===== src/logic/tspc_pkg.sv =====
// package: phase timing, controls and carriers for the two-stage pipeline control
package tspc_pkg;
  // ************************************************
  // widths
  // ************************************************
  localparam int ADDR_W = 32;
  localparam int INSN_W = 16;
  localparam int REG_W  = 4;
  localparam int IL_W   = 2;

  // ************************************************
  // instruction field positions
  // ************************************************
  localparam int DST_LSB  = 4;
  localparam int SRC_LSB  = 0;
  localparam int IL_LSB   = 8;
  localparam int XP_BIT   = 10;
  localparam int DSP_BIT  = 11;
  localparam int IMM_BIT  = 12;

  // ************************************************
  // reset values and counts
  // ************************************************
  localparam logic [ADDR_W-1:0] PC_RESET   = 32'h0000_0000;
  localparam logic [ADDR_W-1:0] PC_STEP    = 32'h0000_0002;
  localparam int                NUM_STAGES = 2;
  localparam int                ALU_PHASES = 5;
  localparam logic [1:0]        DSP_BUSY_CYCLES = 2'h1;

  // ************************************************
  // phase within a stage cycle
  // ************************************************
  typedef enum logic {
    TSPC_LOW_CLOCK_PHASE  = 1'b0,
    TSPC_HIGH_CLOCK_PHASE = 1'b1
  } tspc_phase_e;

  // ************************************************
  // decoded controls carried from fetch/decode to execute
  // ************************************************
  typedef struct packed {
    logic              valid;
    logic [REG_W-1:0]  dst_sel;
    logic [REG_W-1:0]  src_sel;
    logic [IL_W-1:0]   il_code;
    logic              imm_latch;
    logic              extra_phase;
    logic              dsp;
  } tspc_dec_s;
endpackage


===== src/logic/tspc_dsp_lock.sv =====
// module: dsp resource interlock counter
`timescale 1ns/1ns
module tspc_dsp_lock (
  // clock and reset
  input  wire logic core_clk_in,
  input  wire logic rst_in,
  input  wire logic ce_in,
  // request
  input  wire logic start_in,
  input  wire logic next_dsp_in,
  // state
  output logic      stall_out
);
  logic [1:0] busy_r;

  // ************************************************
  // busy counter
  // ************************************************
  always_ff @(posedge core_clk_in) begin
    if (rst_in) begin
      busy_r <= 2'h0;
    end else if (ce_in) begin
      if (start_in && busy_r == 2'h0) begin
        busy_r <= tspc_pkg::DSP_BUSY_CYCLES;
      end else if (busy_r != 2'h0) begin
        busy_r <= busy_r - 2'h1;
      end
    end
  end

  assign stall_out = (busy_r != 2'h0) && next_dsp_in;
endmodule


===== src/logic/tspc_ctrl.sv =====
// module: two-stage pipeline control, phase sequencer and datapath controls
//
// Summary of operation
// - two stages, each low then high phase
// - alu instruction spans four phases, five with extra phase
// - extra alu phase never stalls next instruction
// - back-to-back dsp instructions wait for resource
// - fetch low phase reads icache at pc
// - decode high phase drives operand selects
// - decode high drives immediate latch, length
// - decode high computes next pc
// - execute low phase fetches next instruction
// - execute low resolves registers and immediate
// - execute low reads register stack
// - execute low drives x, y latches, q latch for dsp only
// - execute high runs alu operation
// - execute high writes result back
// - extra phase writes result next low
`timescale 1ns/1ns
module tspc_ctrl (
  // clock and reset
  input  wire logic                         core_clk_in,
  input  wire logic                         rst_in,
  input  wire logic                         ce_in,
  // instruction cache
  input  wire logic [tspc_pkg::INSN_W-1:0]  icache_data_in,
  output logic                              icache_rd_out,
  output logic [tspc_pkg::ADDR_W-1:0]       icache_addr_out,
  // decode controls
  output logic                              low_clock_phase_out,
  output logic                              high_clock_phase_out,
  output logic [tspc_pkg::REG_W-1:0]        dest_operand_select_out,
  output logic [tspc_pkg::REG_W-1:0]        source_operand_select_out,
  output logic                              immediate_operand_latch_out,
  output logic [tspc_pkg::IL_W-1:0]         instruction_length_code_out,
  output logic [tspc_pkg::ADDR_W-1:0]       pc_out,
  // register stack
  output logic                              rf_rd_out,
  output logic [tspc_pkg::REG_W-1:0]        rf_src_addr_out,
  output logic [tspc_pkg::REG_W-1:0]        rf_dst_addr_out,
  output logic                              imm_sel_out,
  output logic                              aux_x_operand_latch_out,
  output logic                              aux_y_operand_latch_out,
  output logic                              aux_q_operand_latch_out,
  // alu and write back
  output logic                              alu_exec_out,
  output logic                              rf_wr_out,
  output logic [tspc_pkg::REG_W-1:0]        rf_wr_addr_out,
  output logic                              extra_wr_out,
  output logic                              dsp_stall_out
);
  tspc_pkg::tspc_phase_e            phase_r;
  logic [tspc_pkg::ADDR_W-1:0]      pc_r;
  logic [tspc_pkg::INSN_W-1:0]      insn_r;
  logic                             insn_vld_r;
  tspc_pkg::tspc_dec_s              ex_r;
  tspc_pkg::tspc_dec_s              dec_nxt;
  logic [tspc_pkg::ADDR_W-1:0]      pc_nxt;
  logic                             ext_pend_r;
  logic [tspc_pkg::REG_W-1:0]       ext_addr_r;
  logic                             stall;
  logic                             low;
  logic                             high;
  logic                             hold_r;

  // ************************************************
  // decode function
  // ************************************************
  function automatic tspc_pkg::tspc_dec_s decode(input logic [tspc_pkg::INSN_W-1:0] i, input logic v);
    tspc_pkg::tspc_dec_s d;
    d.valid       = v;
    d.dst_sel     = i[tspc_pkg::DST_LSB +: tspc_pkg::REG_W];
    d.src_sel     = i[tspc_pkg::SRC_LSB +: tspc_pkg::REG_W];
    d.il_code     = i[tspc_pkg::IL_LSB +: tspc_pkg::IL_W];
    d.imm_latch   = i[tspc_pkg::IMM_BIT];
    d.extra_phase = i[tspc_pkg::XP_BIT];
    d.dsp         = i[tspc_pkg::DSP_BIT];
    return d;
  endfunction

  assign low     = (phase_r == tspc_pkg::TSPC_LOW_CLOCK_PHASE);
  assign high    = (phase_r == tspc_pkg::TSPC_HIGH_CLOCK_PHASE);
  assign dec_nxt = decode(insn_r, insn_vld_r);
  assign pc_nxt  = dec_nxt.valid ? pc_r + tspc_pkg::PC_STEP + {29'h0, dec_nxt.il_code, 1'b0}
                                 : pc_r;

  // ************************************************
  // dsp interlock
  // ************************************************
  tspc_dsp_lock u_lock (
    .core_clk_in (core_clk_in),
    .rst_in      (rst_in),
    .ce_in       (ce_in && high),
    .start_in    (dec_nxt.valid && dec_nxt.dsp),
    .next_dsp_in (dec_nxt.valid && dec_nxt.dsp),
    .stall_out   (stall)
  );

  // ************************************************
  // phase sequencer
  // ************************************************
  always_ff @(posedge core_clk_in) begin
    if (rst_in) begin
      phase_r <= tspc_pkg::TSPC_LOW_CLOCK_PHASE;
    end else if (ce_in) begin
      phase_r <= high ? tspc_pkg::TSPC_LOW_CLOCK_PHASE : tspc_pkg::TSPC_HIGH_CLOCK_PHASE;
    end
  end

  always_ff @(posedge core_clk_in) begin
    if (rst_in) begin
      low_clock_phase_out  <= 1'b1;
      high_clock_phase_out <= 1'b0;
      hold_r               <= 1'b0;
    end else if (ce_in) begin
      low_clock_phase_out  <= high;
      high_clock_phase_out <= low;
      hold_r               <= stall;
    end
  end

  // ************************************************
  // fetch: icache read in every low phase except the first after reset and the one after a dsp interlock stall
  // ************************************************
  always_ff @(posedge core_clk_in) begin
    if (rst_in) begin
      icache_rd_out   <= 1'b0;
      icache_addr_out <= tspc_pkg::PC_RESET;
      insn_r          <= 16'h0000;
      insn_vld_r      <= 1'b0;
    end else if (ce_in) begin
      icache_rd_out   <= high && !stall;
      if (high && !stall) begin
        icache_addr_out <= pc_nxt;
      end
      if (low && icache_rd_out) begin
        insn_r     <= icache_data_in;
        insn_vld_r <= 1'b1;
      end
    end
  end

  // ************************************************
  // decode high phase: selects, immediate, length, pc
  // ************************************************
  always_ff @(posedge core_clk_in) begin
    if (rst_in) begin
      pc_r                        <= tspc_pkg::PC_RESET;
      dest_operand_select_out     <= 4'h0;
      source_operand_select_out   <= 4'h0;
      immediate_operand_latch_out <= 1'b0;
      instruction_length_code_out <= 2'h0;
      ex_r                        <= '0;
    end else if (ce_in) begin
      immediate_operand_latch_out <= 1'b0;
      if (high) begin
        if (stall) begin
          ex_r <= '0;
        end else begin
          dest_operand_select_out     <= dec_nxt.dst_sel;
          source_operand_select_out   <= dec_nxt.src_sel;
          immediate_operand_latch_out <= dec_nxt.valid && dec_nxt.imm_latch;
          instruction_length_code_out <= dec_nxt.il_code;
          pc_r <= pc_nxt;
          ex_r <= dec_nxt;
        end
      end
    end
  end

  assign pc_out        = pc_r;
  assign dsp_stall_out = hold_r;

  // ************************************************
  // execute low: register read, aux latches
  // ************************************************
  always_ff @(posedge core_clk_in) begin
    if (rst_in) begin
      rf_rd_out               <= 1'b0;
      rf_src_addr_out         <= 4'h0;
      rf_dst_addr_out         <= 4'h0;
      imm_sel_out             <= 1'b0;
      aux_x_operand_latch_out <= 1'b0;
      aux_y_operand_latch_out <= 1'b0;
      aux_q_operand_latch_out <= 1'b0;
    end else if (ce_in) begin
      rf_rd_out               <= high && !stall && dec_nxt.valid;
      imm_sel_out             <= high && !stall && dec_nxt.valid && dec_nxt.imm_latch;
      aux_x_operand_latch_out <= high && !stall && dec_nxt.valid;
      aux_y_operand_latch_out <= high && !stall && dec_nxt.valid;
      aux_q_operand_latch_out <= high && !stall && dec_nxt.valid && dec_nxt.dsp;
      if (high && !stall) begin
        rf_src_addr_out <= dec_nxt.src_sel;
        rf_dst_addr_out <= dec_nxt.dst_sel;
      end
    end
  end

  // ************************************************
  // execute high: alu and write back, extra phase
  // ************************************************
  always_ff @(posedge core_clk_in) begin
    if (rst_in) begin
      alu_exec_out   <= 1'b0;
      rf_wr_out      <= 1'b0;
      rf_wr_addr_out <= 4'h0;
      extra_wr_out   <= 1'b0;
      ext_pend_r     <= 1'b0;
      ext_addr_r     <= 4'h0;
    end else if (ce_in) begin
      alu_exec_out <= low && rf_rd_out;
      rf_wr_out    <= 1'b0;
      extra_wr_out <= 1'b0;
      if (low && rf_rd_out && !ex_r.extra_phase) begin
        rf_wr_out      <= 1'b1;
        rf_wr_addr_out <= rf_dst_addr_out;
      end
      if (low && rf_rd_out && ex_r.extra_phase) begin
        ext_pend_r <= 1'b1;
        ext_addr_r <= rf_dst_addr_out;
      end
      if (high && ext_pend_r) begin
        extra_wr_out   <= 1'b1;
        rf_wr_out      <= 1'b1;
        rf_wr_addr_out <= ext_addr_r;
        ext_pend_r     <= 1'b0;
      end
    end
  end

  // ************************************************
  // checks
  // ************************************************
  chk_phase_alternate: assert property (@(posedge core_clk_in) disable iff (rst_in)
    ce_in |=> phase_r != $past(phase_r)) else $error("phase did not alternate");
  chk_fetch_low: assert property (@(posedge core_clk_in) disable iff (rst_in)
    icache_rd_out |-> low) else $error("fetch outside low phase");
  chk_stall_hold: assert property (@(posedge core_clk_in) disable iff (rst_in)
    (ce_in && high && stall) |=> pc_r == $past(pc_r)) else $error("pc moved during stall");
  chk_stall_nop: assert property (@(posedge core_clk_in) disable iff (rst_in)
    (ce_in && high && stall) |=> !ex_r.valid) else $error("no nop inserted");
  chk_rf_read_low: assert property (@(posedge core_clk_in) disable iff (rst_in)
    rf_rd_out |-> low) else $error("register read outside low phase");
  chk_alu_high: assert property (@(posedge core_clk_in) disable iff (rst_in)
    (ce_in && low && rf_rd_out) |=> alu_exec_out && high) else $error("alu not run in high phase");
  chk_extra_write: assert property (@(posedge core_clk_in) disable iff (rst_in)
    (ce_in && low && rf_rd_out && ex_r.extra_phase) ##1 ce_in |=> extra_wr_out && low)
    else $error("extra phase write missing");
  chk_extra_nostall: assert property (@(posedge core_clk_in) disable iff (rst_in)
    extra_wr_out |-> rf_rd_out || hold_r) else $error("extra phase stalled pipeline");
  chk_alu_write: assert property (@(posedge core_clk_in) disable iff (rst_in)
    (ce_in && low && rf_rd_out && !ex_r.extra_phase) |=> rf_wr_out && high)
    else $error("alu result not written in high phase");
  chk_extra_pending: assert property (@(posedge core_clk_in) disable iff (rst_in)
    (ce_in && low && rf_rd_out && ex_r.extra_phase) |=> ext_pend_r && !rf_wr_out)
    else $error("extra phase instruction wrote too early");
  chk_exec_overlap: assert property (@(posedge core_clk_in) disable iff (rst_in)
    (ce_in && high && !stall && dec_nxt.valid) |=> rf_rd_out && icache_rd_out)
    else $error("execute low did not overlap next fetch");
  chk_pc_even: assert property (@(posedge core_clk_in) disable iff (rst_in)
    pc_r[0] == 1'b0)
    else $error("pc not halfword aligned");
  chk_aux_q_read: assert property (@(posedge core_clk_in) disable iff (rst_in)
    aux_q_operand_latch_out |-> aux_x_operand_latch_out && rf_rd_out)
    else $error("q latch without operand read");
  chk_imm_latch: assert property (@(posedge core_clk_in) disable iff (rst_in)
    immediate_operand_latch_out |-> rf_rd_out && low)
    else $error("immediate latch outside decoded slot");
  chk_dsp_gap: assert property (@(posedge core_clk_in) disable iff (rst_in)
    (ce_in && high && !stall && dec_nxt.valid && dec_nxt.dsp) ##1 ce_in
    ##1 (ce_in && high && dec_nxt.valid && dec_nxt.dsp) |-> stall)
    else $error("back to back dsp not interlocked");
  chk_phase_onehot: assert property (@(posedge core_clk_in) disable iff (rst_in)
    low_clock_phase_out != high_clock_phase_out)
    else $error("phase outputs not one-hot");
  chk_stall_nofetch: assert property (@(posedge core_clk_in) disable iff (rst_in)
    (ce_in && high && stall) |=> !icache_rd_out)
    else $error("fetch during interlock");
  chk_stall_flag: assert property (@(posedge core_clk_in) disable iff (rst_in)
    (ce_in && high && stall) |=> dsp_stall_out)
    else $error("interlock not flagged");
endmodule


===== config.mk =====
export PLATFORM = sky130hd
export DESIGN_NAME = tspc_ctrl
export DESIGN_NICKNAME = d
export VERILOG_FILES = /design/src/logic/tspc_pkg.sv /design/src/logic/tspc_dsp_lock.sv /design/src/logic/tspc_ctrl.sv
export SDC_FILE = /design/constraint.sdc
export NUM_CORES = 1
export LEC_CHECK = 0
export ABC_AREA = 1
export BUFFER_PORTS_ARGS = -buffer_cell sky130_fd_sc_hd__buf_2
export CORE_MARGIN = 10
export CORE_UTILIZATION = 40
export DETAILED_ROUTE_END_ITERATION = 10
export PLACE_DENSITY = 0.7
export SETUP_SLACK_MARGIN = 0.15
export SKIP_LAST_GASP = 1
export SYNTH_ARGS = -nofsm -noshare
export SYNTH_HDL_FRONTEND = slang
export SYNTH_SLANG_ARGS = --single-unit

===== constraint.sdc =====
create_clock -name core_clk_in -period 3.1 [get_ports core_clk_in]
set_input_delay 0.465 -clock core_clk_in [delete_from_list [all_inputs] [get_ports core_clk_in]]
set_output_delay 0.465 -clock core_clk_in [all_outputs]
set_load 0.02 [all_outputs]

==> metrics.cfg <==
[outcome]
status=finished clean

[sta]
hold_violations=0
whs_ns=0.327
fin_crit_ns=2.43
setup_ws_ns=0.669
maxSlewHeadroom=0.530
worst_pin_slew_ns=0.705
rsz0062_at_grt=no
setup_viol=0
fin_tns_setup_ns=0
maxSlewViolCount=0
fmax_mhz=411
min_period_over_period=0.784
finClkSkew_ns=0.00780

[die]
io-pin-count=118
rows=40
start_util=0.410
die_x_um=131
core_area_um2=12100
dieArea_um2=17200
fp.dieH_um=131

[worst_setup_path]
worstPathArrival_ns=2.77
required_ns=3.44
endpoint_kind=flip-flop
cp_max_fo=5
start_kind=flip-flop
critical_path_class=reg -> reg

[power]
power_frac_comb=0.033
swShare=0.224
internal_power_mw=2.84
leakage_nw=2.56
pwr-share-clk=0.550
total_power_mw=3.66
seq_power_share=0.417
power_density_nw_per_um2=588
ir_drop_uv=439
switchingPower_mw=0.822

[layout]
multi_input_area_um2=2180
layoutNonFillerInstCount=968
fillCellCount=1183
fin_nets=811
most-common-layout-cells=nand2_1, dfxtp_1, buf_2
final_common_cell=nand2_1
seq_area_um2=2340
design_area_um2=6220
antenna_cells=0
syn_to_final_growth_pct=25.9
fin_util=0.516
drive_gt1_frac=0.205

[place]
place_congestion=0.850
post-place-ws_ns=0.729
place_inst=936
numPortBuffers=112
hpwlAfterDp_mm=9.24
placed_cell_area_um2=5610

[clock_network]
tritoncts=built
cts.sinks=117
cts_buffers=17
post_cts_buffers=0
clk_latency_ns=0.42
cts_max_level=4
cts_root_buf=clkbuf_16
cts_hold_buf=0
ctsLongestPathBuffers=2
cts-resized-gates=0
clk_pin_slew_ns=0.05

[flow_run]
maxCapViolCount=0

[yosys]
yosysUniqueCellTypes=29
ys_ff_latch=117
ys_warn_count=0
syn_area_per_cell_um2=7.21
syn_inst=685
yosysSeqAreaShare=0.474
syn_area_um2=4940

[global_routing]
grt-ovfl-total=0
grt_util_all_layers=0.156
first_global_vias=4395
grt_max_degree=91
grt_pass1_wl_mm=22.3
antenna_found_initial=0

[drt]
drc=0
ant_nets=0
dr_total_vias=4686
drt-initial-drc-count=296
wl_per_cell_um=13.9
dr.pass1.iters=5
routed_via_density=4.84
wirelength_mm=13.5

[worst_hold_path]
hold_path.class=in -> reg

synthesized netlist by cell type:
cell type / n / area (um^2)
o21ai_0: 27 / 135
buf_6: 1 / 11.3
a32o_1: 1 / 10.0
nor2_1: 40 / 150
buf_2: 14 / 70.1
o21bai_1: 3 / 22.5
fa_1: 1 / 20.0
or2_2: 5 / 31.3
nor3_1: 2 / 10.0
nor2_4: 3 / 33.8
a31oi_1: 4 / 25.0
o21ai_1: 4 / 20.0
dfxtp_1: 117 / 2340
clkbuf_1: 16 / 60.1
nor2_2: 2 / 12.5
nand2_2: 2 / 12.5
inv_2: 1 / 3.75
a21o_1: 2 / 15.0
a211oi_1: 1 / 7.51
nand3_1: 61 / 305
nand3b_1: 2 / 15.0
buf_4: 5 / 37.5
a21oi_1: 110 / 551
nand2_1: 184 / 691
conb_1: 1 / 3.75
o21ai_2: 1 / 8.76
inv_1: 63 / 236
ha_1: 4 / 50.1
nand4_1: 8 / 50.1
worst paths after layout:
check                                  start                               end  slack (ns)  cells past startpoint
hold reg to reg   ext_addr_r[3]$_SDFFE_PP0P_        ext_addr_r[3]$_SDFFE_PP0P_        0.45                      2
setup reg to reg      pc_out[1]$_SDFFE_PP0P_  icache_addr_out[30]$_SDFFE_PP0P_        0.67                     13
setup / recovery      pc_out[1]$_SDFFE_PP0P_  icache_addr_out[30]$_SDFFE_PP0P_        0.67                     13
hold / removal             icache_data_in[6]            insn_r[6]$_SDFFE_PP0P_        0.33                      3
kinds of logic after synthesis:
logic type      share of synthesized area
compound gates                      0.161
fa+ha+maj                          0.0142
buf+inv                            0.0848
flops                               0.474
other cells                      0.000759
simple gates                        0.265
sequential cells by signal, summed over array words and instances, names as in the netlist, 2 cells and up:
signal,count
pc_out,31
u_lock.busy_r,2
rf_src_addr_out,4
insn_r,13
source_operand_select_out,4
rf_wr_addr_out,4
icache_addr_out,31
dest_operand_select_out,4
ext_addr_r,4
instruction_length_code_out,2
rf_dst_addr_out,4
power by group through the flow:
| stage | sequential [mW] | combinational [mW] | clock, mW |
|---|---|---|---|
| after CTS | 1.52 | 0.123 | 2.05 |
| final | 1.52 | 0.123 | 2.01 |
| after floorplan | 1.56 | 0.0757 | 0 |
| after global placement | 1.56 | 0.121 | 0 |
| after global routing | 1.53 | 0.137 | 2.12 |
| after detailed placement | 1.56 | 0.122 | 0 |
final cells by class:
cell class / instances / area share
clock buffer: 18 / 0.0706
clock inverter: 14 / 0.0282
inverter: 64 / 0.0386
multi-input combinational: 469 / 0.351
sequential: 117 / 0.377
tap: 168 / 0.0338
timing repair buffer: 118 / 0.101
layer usage:
layer  wire length (um)  global-route usage
met4                160              0.0513
met1               6040               0.187
met5                  0                   0
met2               6140               0.241
met3               1120              0.0724
critical path, cell delays in order (launching register included):
cell and delay, ns:
dfxtp_1 0.38, inv_1 0.06, ha_1 0.19, inv_1 0.05
ha_1 0.15, inv_1 0.05, fa_1 0.42, nor2_1 0.18
nand3_1 0.20, nor2_2 0.26, nand2_1 0.08, nand2_1 0.06
nand3_1 0.09, a21oi_1 0.17
No activity file was read; power rests on OpenSTA's default activity.
